## src/inc/slcd_cfg.svh

```systemverilog
/*
  Register map, field positions and reset values of the segment LCD
  drive control. Assumes byte-wide registers on a plain strobe port.
*/
`ifndef SLCD_CFG_SVH
`define SLCD_CFG_SVH

`define SLCD_ADDR_PORTCTL 8'hC0
`define SLCD_ADDR_CTL 8'hC1
`define SLCD_ADDR_CTL2 8'hC2

`define SLCD_PORTCTL_RESET 8'h00
`define SLCD_CTL_RESET 8'h00
`define SLCD_CTL_FIXED1 8'h80
`define SLCD_CTL_WMASK 8'h7F
`define SLCD_CTL2_RESET 8'h00
`define SLCD_CTL2_FIXED1 8'h60
`define SLCD_CTL2_WMASK 8'h9F
`define SLCD_READ_NONE 8'h00

`define SLCD_DUTY_HI 7
`define SLCD_DUTY_LO 6
`define SLCD_EXPAND_BIT 5
`define SLCD_POWER_BIT 6
`define SLCD_RUN_BIT 5
`define SLCD_SHOW_BIT 4
`define SLCD_CKS_HI 3
`define SLCD_WAVE_BIT 7
`define SLCD_CDS_HI 3

`endif

```

## src/inc/slcd_pkg.sv

```systemverilog
/*
  Types shared by the segment LCD drive control.
  Assumes the constants header is compiled alongside.
*/
package slcd_pkg;

  typedef enum logic [1:0] {
    DUTY_STATIC = 2'b00,
    DUTY_HALF = 2'b01,
    DUTY_THIRD = 2'b10,
    DUTY_QUARTER = 2'b11
  } slcd_duty_t;

  typedef enum logic [1:0] {
    LVL_IDLE = 2'b00,
    LVL_NONSEL = 2'b01,
    LVL_SEL = 2'b10
  } slcd_level_t;

endpackage : slcd_pkg

```

## src/inc/slcd_tick_if.sv

```systemverilog
/*
  Carrier between the control core and its frame clock divider.
  Assumes both ends share one clock.
*/
`timescale 1ns/1ps
interface slcd_tick_if;
  logic run;
  logic [3:0] clkSel;
  logic subTick;
  logic opTick;
  logic [4:0] preCnt;

  modport ctrl (output run, output clkSel, output subTick,
    input opTick, input preCnt);
  modport div (input run, input clkSel, input subTick,
    output opTick, output preCnt);
endinterface : slcd_tick_if

```

## src/hdl/slcd_clkdiv.sv

```systemverilog
/*
  Frame operating clock divider: one-cycle enable per operating clock.
  Assumes the subclock arrives as a one-cycle pulse synchronous to clk.
*/
`timescale 1ns/1ps
module slcd_clkdiv
(
  // clock and reset
  input wire logic clk,
  input wire logic rstn,
  // to control core
  slcd_tick_if.div tk
);

  logic [7:0] preCnt_ff;
  logic [7:0] nxt_preCnt;
  logic [1:0] subCnt_ff;
  logic [1:0] nxt_subCnt;
  logic tick_ff;
  logic nxt_tick;
  logic [7:0] sysMask;
  logic sysTick;
  logic subSel;

  // mask of low bits that must all be one for system clock /2^(n+1)
  assign sysMask = 8'hFF >> (3'h7 - tk.clkSel[2:0]);
  assign sysTick = (preCnt_ff & sysMask) == sysMask;

  always_comb
  begin
    nxt_preCnt = tk.run ? preCnt_ff + 8'h01 : 8'h00;
    nxt_subCnt = subCnt_ff;
    if (!tk.run)
      nxt_subCnt = 2'h0;
    else if (tk.subTick)
      nxt_subCnt = subCnt_ff + 2'h1;
    if (tk.clkSel[1])
      subSel = tk.subTick & (&subCnt_ff);
    else if (tk.clkSel[0])
      subSel = tk.subTick & subCnt_ff[0];
    else
      subSel = tk.subTick;
    nxt_tick = tk.run & (tk.clkSel[3] ? sysTick : subSel);
  end

  always_ff @(posedge clk or negedge rstn)
  begin
    if (!rstn)
    begin
      preCnt_ff <= 8'h00;
      subCnt_ff <= 2'h0;
      tick_ff <= 1'b0;
    end
    else
    begin
      preCnt_ff <= nxt_preCnt;
      subCnt_ff <= nxt_subCnt;
      tick_ff <= nxt_tick;
    end
  end

  assign tk.opTick = tick_ff;
  assign tk.preCnt = preCnt_ff[4:0];

  property p_sys_div2_spacing;
    @(posedge clk) disable iff (!rstn)
    (tk.run && tk.clkSel == 4'h8)
      ##1 (tk.run && tk.clkSel == 4'h8 && tick_ff)
      ##1 (tk.run && tk.clkSel == 4'h8) |-> !tick_ff ##1 tick_ff;
  endproperty
  a_sys_div2_spacing: assert property (p_sys_div2_spacing)
    else $error("system clock /2 tick spacing wrong");

endmodule : slcd_clkdiv

```

## src/hdl/slcd_ctrl.sv

```systemverilog
/*
  Segment LCD drive control: duty and common selection, frame timing,
  display enable, blanking, power switch, A/B waveform, charge pulse.
  Assumes a plain register strobe port and a display RAM that answers
  ramSegBits combinationally for the phase on ramPhase_ff.
*/
`timescale 1ns/1ps
`include "slcd_cfg.svh"
module slcd_ctrl
(
  // clock and reset
  input wire logic clk,
  input wire logic rstn,
  // register port
  input wire logic [7:0] regAddr,
  input wire logic [7:0] regWdata,
  input wire logic regWr,
  input wire logic regRd,
  output logic [7:0] regRdata_ff,
  // subclock enable pulse
  input wire logic subClkTick,
  // display RAM
  output logic [1:0] ramPhase_ff,
  input wire logic [31:0] ramSegBits,
  // panel drive
  output logic [7:0] comDrive_ff,
  output logic [31:0] segDrive_ff,
  output logic drivePolarity_ff,
  // supply control
  output logic drivePowerEn_ff,
  output logic chargePulse_ff
);

  slcd_tick_if tk ();

  // register state
  logic [7:0] portCtl_ff;
  logic [7:0] nxt_portCtl;
  logic [7:0] ctl_ff;
  logic [7:0] nxt_ctl;
  logic [7:0] ctl2_ff;
  logic [7:0] nxt_ctl2;
  logic [7:0] nxt_rdata;

  // frame state
  logic [1:0] phase_ff;
  logic [1:0] nxt_phase;
  logic pol_ff;
  logic nxt_pol;
  logic lastPhase;

  // output next values
  logic [3:0] comUsed;
  logic [3:0] comSel;
  logic [7:0] nxt_com;
  logic [31:0] nxt_seg;
  logic nxt_pulse;
  logic pulseRaw;

  // decoded fields
  slcd_pkg::slcd_duty_t duty;
  logic commonExpand;
  logic drivePowerSwitch;
  logic displayActivate;
  logic showRamData;
  logic waveformType;
  logic [3:0] frameClkSel;
  logic [3:0] pulseDutySel;

  assign duty = slcd_pkg::slcd_duty_t'(
    portCtl_ff[`SLCD_DUTY_HI:`SLCD_DUTY_LO]);
  assign commonExpand = portCtl_ff[`SLCD_EXPAND_BIT];
  assign drivePowerSwitch = ctl_ff[`SLCD_POWER_BIT];
  assign displayActivate = ctl_ff[`SLCD_RUN_BIT];
  assign showRamData = ctl_ff[`SLCD_SHOW_BIT];
  assign frameClkSel = ctl_ff[`SLCD_CKS_HI:0];
  assign waveformType = ctl2_ff[`SLCD_WAVE_BIT];
  assign pulseDutySel = ctl2_ff[`SLCD_CDS_HI:0];

  assign tk.run = displayActivate;
  assign tk.clkSel = frameClkSel;
  assign tk.subTick = subClkTick;

  slcd_clkdiv u_div
  (
    .clk(clk),
    .rstn(rstn),
    .tk(tk)
  );

  // register port: writes store, reads answer next cycle only
  always_comb
  begin
    nxt_portCtl = portCtl_ff;
    nxt_ctl = ctl_ff;
    nxt_ctl2 = ctl2_ff;
    nxt_rdata = `SLCD_READ_NONE;
    if (regWr)
    begin
      case (regAddr)
        `SLCD_ADDR_PORTCTL: nxt_portCtl = regWdata;
        `SLCD_ADDR_CTL: nxt_ctl = regWdata & `SLCD_CTL_WMASK;
        `SLCD_ADDR_CTL2: nxt_ctl2 = regWdata & `SLCD_CTL2_WMASK;
        default: nxt_rdata = `SLCD_READ_NONE;
      endcase
    end
    if (regRd)
    begin
      case (regAddr)
        `SLCD_ADDR_PORTCTL: nxt_rdata = portCtl_ff;
        `SLCD_ADDR_CTL: nxt_rdata = ctl_ff | `SLCD_CTL_FIXED1;
        `SLCD_ADDR_CTL2: nxt_rdata = ctl2_ff | `SLCD_CTL2_FIXED1;
        default: nxt_rdata = `SLCD_READ_NONE;
      endcase
    end
  end

  always_ff @(posedge clk or negedge rstn)
  begin
    if (!rstn)
    begin
      portCtl_ff <= `SLCD_PORTCTL_RESET;
      ctl_ff <= `SLCD_CTL_RESET;
      ctl2_ff <= `SLCD_CTL2_RESET;
      regRdata_ff <= `SLCD_READ_NONE;
    end
    else
    begin
      portCtl_ff <= nxt_portCtl;
      ctl_ff <= nxt_ctl;
      ctl2_ff <= nxt_ctl2;
      regRdata_ff <= nxt_rdata;
    end
  end

  // frame timing; the duty code equals the last phase index.
  // >= wrap so a duty change mid-frame never strands the counter
  assign lastPhase = phase_ff >= portCtl_ff[`SLCD_DUTY_HI:`SLCD_DUTY_LO];

  always_comb
  begin
    nxt_phase = phase_ff;
    nxt_pol = pol_ff;
    if (!displayActivate)
    begin
      nxt_phase = 2'h0;
      nxt_pol = 1'b0;
    end
    else if (tk.opTick)
    begin
      nxt_phase = lastPhase ? 2'h0 : phase_ff + 2'h1;
      // A flips every phase, B once per frame; both stay DC free
      if (!waveformType || lastPhase)
        nxt_pol = !pol_ff;
    end
  end

  always_ff @(posedge clk or negedge rstn)
  begin
    if (!rstn)
    begin
      phase_ff <= 2'h0;
      pol_ff <= 1'b0;
    end
    else
    begin
      phase_ff <= nxt_phase;
      pol_ff <= nxt_pol;
    end
  end

  // common usage and selection per duty
  always_comb
  begin
    comUsed = 4'h0;
    comSel = 4'h0;
    case (duty)
      slcd_pkg::DUTY_STATIC:
      begin
        comUsed = commonExpand ? 4'hF : 4'h1;
        comSel = comUsed;
      end
      slcd_pkg::DUTY_HALF:
      begin
        comUsed = commonExpand ? 4'hF : 4'h3;
        if (commonExpand)
          comSel = (phase_ff == 2'h0) ? 4'h3 : 4'hC;
        else
          comSel = (phase_ff == 2'h0) ? 4'h1 : 4'h2;
      end
      slcd_pkg::DUTY_THIRD:
      begin
        comUsed = commonExpand ? 4'hF : 4'h7;
        comSel = (4'h1 << phase_ff) & 4'h7;
      end
      slcd_pkg::DUTY_QUARTER:
      begin
        comUsed = 4'hF;
        comSel = 4'h1 << phase_ff;
      end
      default:
      begin
        comUsed = 4'h0;
        comSel = 4'h0;
      end
    endcase
  end

  genvar gi;
  generate
    for (gi = 0; gi < 4; gi = gi + 1)
    begin : g_com
      assign nxt_com[2*gi+1:2*gi] =
        (!displayActivate || !comUsed[gi]) ? slcd_pkg::LVL_IDLE :
        comSel[gi] ? slcd_pkg::LVL_SEL : slcd_pkg::LVL_NONSEL;
    end
  endgenerate

  // charge pulse from the prescaler low bits
  always_comb
  begin
    if (pulseDutySel[3])
      pulseRaw = pulseDutySel[2] ? (tk.preCnt == 5'h00)
        : (tk.preCnt[3:0] == 4'h0);
    else if (pulseDutySel == 4'h0)
      pulseRaw = 1'b1;
    else if (pulseDutySel == 4'h7)
      pulseRaw = 1'b0;
    else
      pulseRaw = tk.preCnt[2:0] < pulseDutySel[2:0];
    nxt_pulse = pulseRaw & displayActivate & drivePowerSwitch;
    // blank data drives all segments off
    nxt_seg = (displayActivate && showRamData) ? ramSegBits
      : 32'h0000_0000;
  end

  always_ff @(posedge clk or negedge rstn)
  begin
    if (!rstn)
    begin
      comDrive_ff <= 8'h00;
      segDrive_ff <= 32'h0000_0000;
      drivePolarity_ff <= 1'b0;
      drivePowerEn_ff <= 1'b0;
      chargePulse_ff <= 1'b0;
      ramPhase_ff <= 2'h0;
    end
    else
    begin
      comDrive_ff <= nxt_com;
      segDrive_ff <= nxt_seg;
      drivePolarity_ff <= nxt_pol;
      drivePowerEn_ff <= drivePowerSwitch;
      chargePulse_ff <= nxt_pulse;
      ramPhase_ff <= nxt_phase;
    end
  end

  property p_quarter_all;
    @(posedge clk) disable iff (!rstn)
    (displayActivate && duty == slcd_pkg::DUTY_QUARTER)
      |=> (comDrive_ff[1:0] != 2'h0 && comDrive_ff[3:2] != 2'h0
        && comDrive_ff[5:4] != 2'h0 && comDrive_ff[7:6] != 2'h0);
  endproperty
  a_quarter_all: assert property (p_quarter_all)
    else $error("quarter duty left a common idle");

  property p_static_copy;
    @(posedge clk) disable iff (!rstn)
    (displayActivate && duty == slcd_pkg::DUTY_STATIC)
      |=> (commonExpand ? comDrive_ff[7:2] == {3{comDrive_ff[1:0]}}
        : comDrive_ff[7:2] == 6'h00) && comDrive_ff[1:0] == 2'h2;
  endproperty
  a_static_copy: assert property (p_static_copy)
    else $error("static duty commons wrong");

  property p_half_pairs;
    @(posedge clk) disable iff (!rstn)
    (displayActivate && duty == slcd_pkg::DUTY_HALF && commonExpand)
      |=> comDrive_ff[3:2] == comDrive_ff[1:0]
        && comDrive_ff[7:6] == comDrive_ff[5:4]
        && comDrive_ff[1:0] != comDrive_ff[5:4];
  endproperty
  a_half_pairs: assert property (p_half_pairs)
    else $error("half duty expanded pairing wrong");

  property p_third_nonsel;
    @(posedge clk) disable iff (!rstn)
    (displayActivate && duty == slcd_pkg::DUTY_THIRD && commonExpand)
      |=> comDrive_ff[7:6] == 2'h1;
  endproperty
  a_third_nonsel: assert property (p_third_nonsel)
    else $error("third duty common four not non-selected");

  property p_blank;
    @(posedge clk) disable iff (!rstn)
    !showRamData |=> segDrive_ff == 32'h0000_0000;
  endproperty
  a_blank: assert property (p_blank)
    else $error("segments driven while blanked");

  property p_halt;
    @(posedge clk) disable iff (!rstn)
    !displayActivate ##1 !displayActivate
      |-> comDrive_ff == 8'h00 && !chargePulse_ff && phase_ff == 2'h0;
  endproperty
  a_halt: assert property (p_halt)
    else $error("driver active while halted");

  property p_power;
    @(posedge clk) disable iff (!rstn)
    $changed(drivePowerSwitch)
      |=> drivePowerEn_ff == $past(drivePowerSwitch);
  endproperty
  a_power: assert property (p_power)
    else $error("supply enable did not follow switch");

  property p_wave_b_hold;
    @(posedge clk) disable iff (!rstn)
    (displayActivate && waveformType && tk.opTick && !lastPhase)
      |=> drivePolarity_ff == pol_ff && $stable(pol_ff);
  endproperty
  a_wave_b_hold: assert property (p_wave_b_hold)
    else $error("B waveform flipped inside frame");

  property p_pulse_zero;
    @(posedge clk) disable iff (!rstn)
    (pulseDutySel == 4'h7) |=> !chargePulse_ff;
  endproperty
  a_pulse_zero: assert property (p_pulse_zero)
    else $error("zero duty charge pulse seen");

  property p_port_read;
    @(posedge clk) disable iff (!rstn)
    (regRd && regAddr == `SLCD_ADDR_PORTCTL)
      |=> regRdata_ff == $past(portCtl_ff);
  endproperty
  a_port_read: assert property (p_port_read)
    else $error("port control readback wrong");

  property p_frame_wrap;
    @(posedge clk) disable iff (!rstn)
    (displayActivate && tk.opTick && lastPhase) |=> phase_ff == 2'h0;
  endproperty
  a_frame_wrap: assert property (p_frame_wrap)
    else $error("phase did not wrap at frame end");

endmodule : slcd_ctrl

```

## config.mk

```make
export PLATFORM = sky130hd
export DESIGN_NAME = slcd_ctrl
export DESIGN_NICKNAME = d
export VERILOG_FILES = /design/src/inc/slcd_pkg.sv /design/src/inc/slcd_tick_if.sv /design/src/hdl/slcd_clkdiv.sv /design/src/hdl/slcd_ctrl.sv
export VERILOG_INCLUDE_DIRS = /design/src /design/src/inc
export SDC_FILE = /design/constraint.sdc
export NUM_CORES = 1
export LEC_CHECK = 0
export BUFFER_PORTS_ARGS = -buffer_cell sky130_fd_sc_hd__clkbuf_2
export CAP_MARGIN = 20
export CORE_MARGIN = 2
export CORE_UTILIZATION = 45
export CTS_BUF_LIST = sky130_fd_sc_hd__clkbuf_8
export CTS_CLUSTER_SIZE = 40
export DETAILED_ROUTE_END_ITERATION = 12
export HOLD_SLACK_MARGIN = 0.06
export PLACE_DENSITY = 0.73
export SLEW_MARGIN = 10
export SYNTH_ARGS = -nofsm -noshare
export SYNTH_HDL_FRONTEND = slang
export SYNTH_HIERARCHICAL = 1
export SYNTH_SLANG_ARGS = --single-unit
export TNS_END_PERCENT = 10
```

## constraint.sdc

```tcl
create_clock -name clk -period 2.55 [get_ports clk]
set_clock_uncertainty 0.15 [all_clocks]
set_input_delay 0.51 -clock clk [delete_from_list [all_inputs] [get_ports clk]]
set_output_delay 0.51 -clock clk [all_outputs]
set_load 0.02 [all_outputs]
```

==> impl_results.md <==
- Post-synth top area cell: dfrtp_1
- Synth Warn #: 6
- Net Switching: 0.596 mW
- Area Growth Syn to Fin: 22.5%
- Period Utilization, post-route: between 70 and 80%
- Crit end category: flop
- DRC violations left: 0
- Power Dens Cells: 569 nW/um^2
- Synth Net Count: around 360
- Commonest cells after routing, fill and taps aside: 104 x clkbuf_2, 85 x dfrtp_1, 32 x and3_1
- Clock power share: about two fifths
- Clock buffer depth: 2
- FF-to-FF setup slack: 0.60 ns
- Comb power frac: around 6.1%
- Headroom to the max-slew limit: ~47%
- Nets: around 470
- Synth unique cells: 45
- Total wire length: around 7400 um
- CP Class: reg2reg
- Die Ht: 93.7 um
- Fmax: between 500 and 600 MHz
- Min Hold Slack: ~0.26 ns
- Fin Setup TNS: 0 ns
- Number of H-tree levels: 3
- Sequential fraction of the synthesis area: 58.7%
- Hold Crit Start: ramSegBits[18]
- Least-Margin Pin Slew: just under 0.8 ns
- Flops & latches, synth: 85
- Port bufs: around 110
- Cell Area, Synth: about 3600 um^2
- Fillcell total: around 680
- Post-synth EDFFs: 0
- Layout cells sized above 1: a little under two fifths
- Num CTS Buffers: 9
- Placed inst area: ~4200 um^2
- Worst endpoint data arrival time: 2.02 ns
- Worst hold path endpoint: segDrive_ff[18]
- Root Driver: clkbuf_8
- Required time of the critical path: about 2.6 ns
- Primary FF master, synth: dfrtp_1
- DPL Wire Length: 5460 um
- Largest cells by area after synthesis: dfrtp_1 59%, and3_1 5.5%, mux2_2 4.4%, ha_1 3.8%, mux2_4 2.9%
- Synthesized area per cell: roughly 12 um^2
- Placed Cells: between 400 and 500
- # IOs: approximately 110
- Finished Layout Cells: 508
- Drt first-iter violations: slightly above 80
- Drt first pass iters: 5
- MaxCap Viol Count: 0
- Switching Fraction: between 20% and 30%
- Finish-stage setup viols: 0
- Clk sinks: between 80 and 90
- Reg-to-reg critical path endpoint: drivePolarity_ff
- Int Pwr: roughly 1.9 mW
- CTS tree: done
- Status: completed
- Static leakage: 2.45 nW
- Grt ovf: 0
- Reg power frac: a little under three fifths
- Routability cong.: around 0.77
- Die ar.: around 8800 um^2
- Finished Cell Area: around 4400 um^2
- Slew Limit Fails: 0
- Top cell type's share of synthesized area: 58.7%
- Post-CTS Resized: 0
- Skew-Pair Late Insertion Delay: approximately 0.34 ns
- Multi-input logic area: roughly 1300 um^2
- Via count: about 2,500
- Worst-path clk slew: 0.09 ns
- Starting Density: between 40% and 50%
- DR vias/cell: 5.00
- Hold Path Cell Cnt: 2
- Via count of the first global-routing pass: between 2,000 and 2,500
- DR WL/cell: 14.7 um
- RSZ-0062 raised after global routing: false
- Die Wd: 93.7 um
- HP Class: in2reg
- Commonest non-fill, non-tap cell in the layout: clkbuf_2
- Critical path origin: portCtl_ff[7]
- Largest net degree at the start of global routing: 54
- Global-route total usage across every layer: a little under a fifth
- Final hold violation count: 0
- Maximum VDD drop: roughly 0.00027 V
- Final ANT Viol Nets: 0
- Min cycle time layout: 1.95 ns
- Ant diodes: 0
- First-pass GRT wire length: ~12,000 um
- Depth of the most critical reg-to-reg path: 6
- Antenna violations before repair: 0
- Reg area: between 2000 and 2500 um^2
- CP Max Fanout: 10
- Reg2reg start: portCtl_ff[7]
- Asr flop ratio synth: 100%
- Core box area: 7770 um^2
- Placement Rows: 32
- Startpoint types: flop
- Post-Synthesis Cells: 300
final cells by class:
type | instances | area share [%]
Clock buffer | 10 | 3.10
Clock inverter | 6 | 1.58
Inverter | 11 | 0.987
Multi-Input combinational cell | 184 | 30.4
Sequential cell | 85 | 48.0
Tap cell | 102 | 2.88
Timing Repair Buffer | 110 | 13.1
per-stage QoR:
step,setup WS [ns],utilization (%),power [mW]
global placement,0.388,54.3,1.58
CTS,0.614,57.1,2.56
floorplan,0.582,-,1.49
global route,0.397,57.1,2.65
finish,0.602,57.1,2.52
detailed placement,0.327,54.3,1.58
cell families after synthesis:
group	share of synthesized area (%)
muxes	8.92
AOI/OAI and AO/OA	5.94
DFF	58.7
xor gates and xnor gates	1.94
and+or+nand+nor	16.7
adders and majority gates	3.80
buffers and inverters	4.01
registers in the layout, indices dropped and copies added (netlist names):
name and cells:
u_div/subCnt_ff 2, ctl2_ff 6, drivePolarity_ff 1, comDrive_ff 8
u_div/tk.opTick 1, segDrive_ff 32, drivePowerEn_ff 1, ctl_ff 7
portCtl_ff 8, chargePulse_ff 1, ramPhase_ff 2, regRdata_ff 8
u_div/preCnt_ff 8
power groups by stage:
stage	Sequential [mW]	Combinational [mW]	Clock [mW]
2_1_floorplan	1.41	0.0748	0
3_3_place_gp	1.43	0.154	0
3_5_place_dp	1.43	0.157	0
4_1_cts	1.40	0.158	0.999
5_1_grt	1.40	0.176	1.07
6_report	1.40	0.154	0.969
worst max-delay path: stages (launching register included):
cell	delay, ns
dfrtp_1	0.53
inv_1	0.15
ha_1	0.31
and2_1	0.14
a221oi_1	0.31
xor2_1	0.19
nor2_1	0.06
metal layers:
metal	global-route usage [%]	share of wire, %	vias to the layer above
li1	-	-	1230
met1	26.6	48	1207
met2	27.2	44	98
met3	4.09	6.5	6
met4	5.56	1.1	0
met5	0	0	-
how the worst max path moves through the flow:
stage                            end  depth (start not counted)
finish              drivePolarity_ff                          6
floorplan                  ctl_ff[0]                          5
global placement           ctl_ff[6]                          5
CTS                 drivePolarity_ff                          6
global route        drivePolarity_ff                          6
detailed placement         ctl_ff[5]                          5
what timing repair did:
action,in CTS,in global routing
hold endpoints to repair,32,0
setup buffers,0,0
hold buffers,1,0
synth_stat cells (all sizes together) (2+ instances only):
cell	number
inv	11
nand2b	5
xnor2	5
dfrtp	85
a211o	2
a21oi	16
and2	9
nor2	19
nand3	8
ha	11
nand3b	3
nor2b	8
and3	33
nand2	5
a31oi	2
a211oi	2
o21ai	8
nor3	4
mux2	21
clkbuf	13
mux2i	6
buf	7
xor2	3
(Power assumes the default switching activity.)
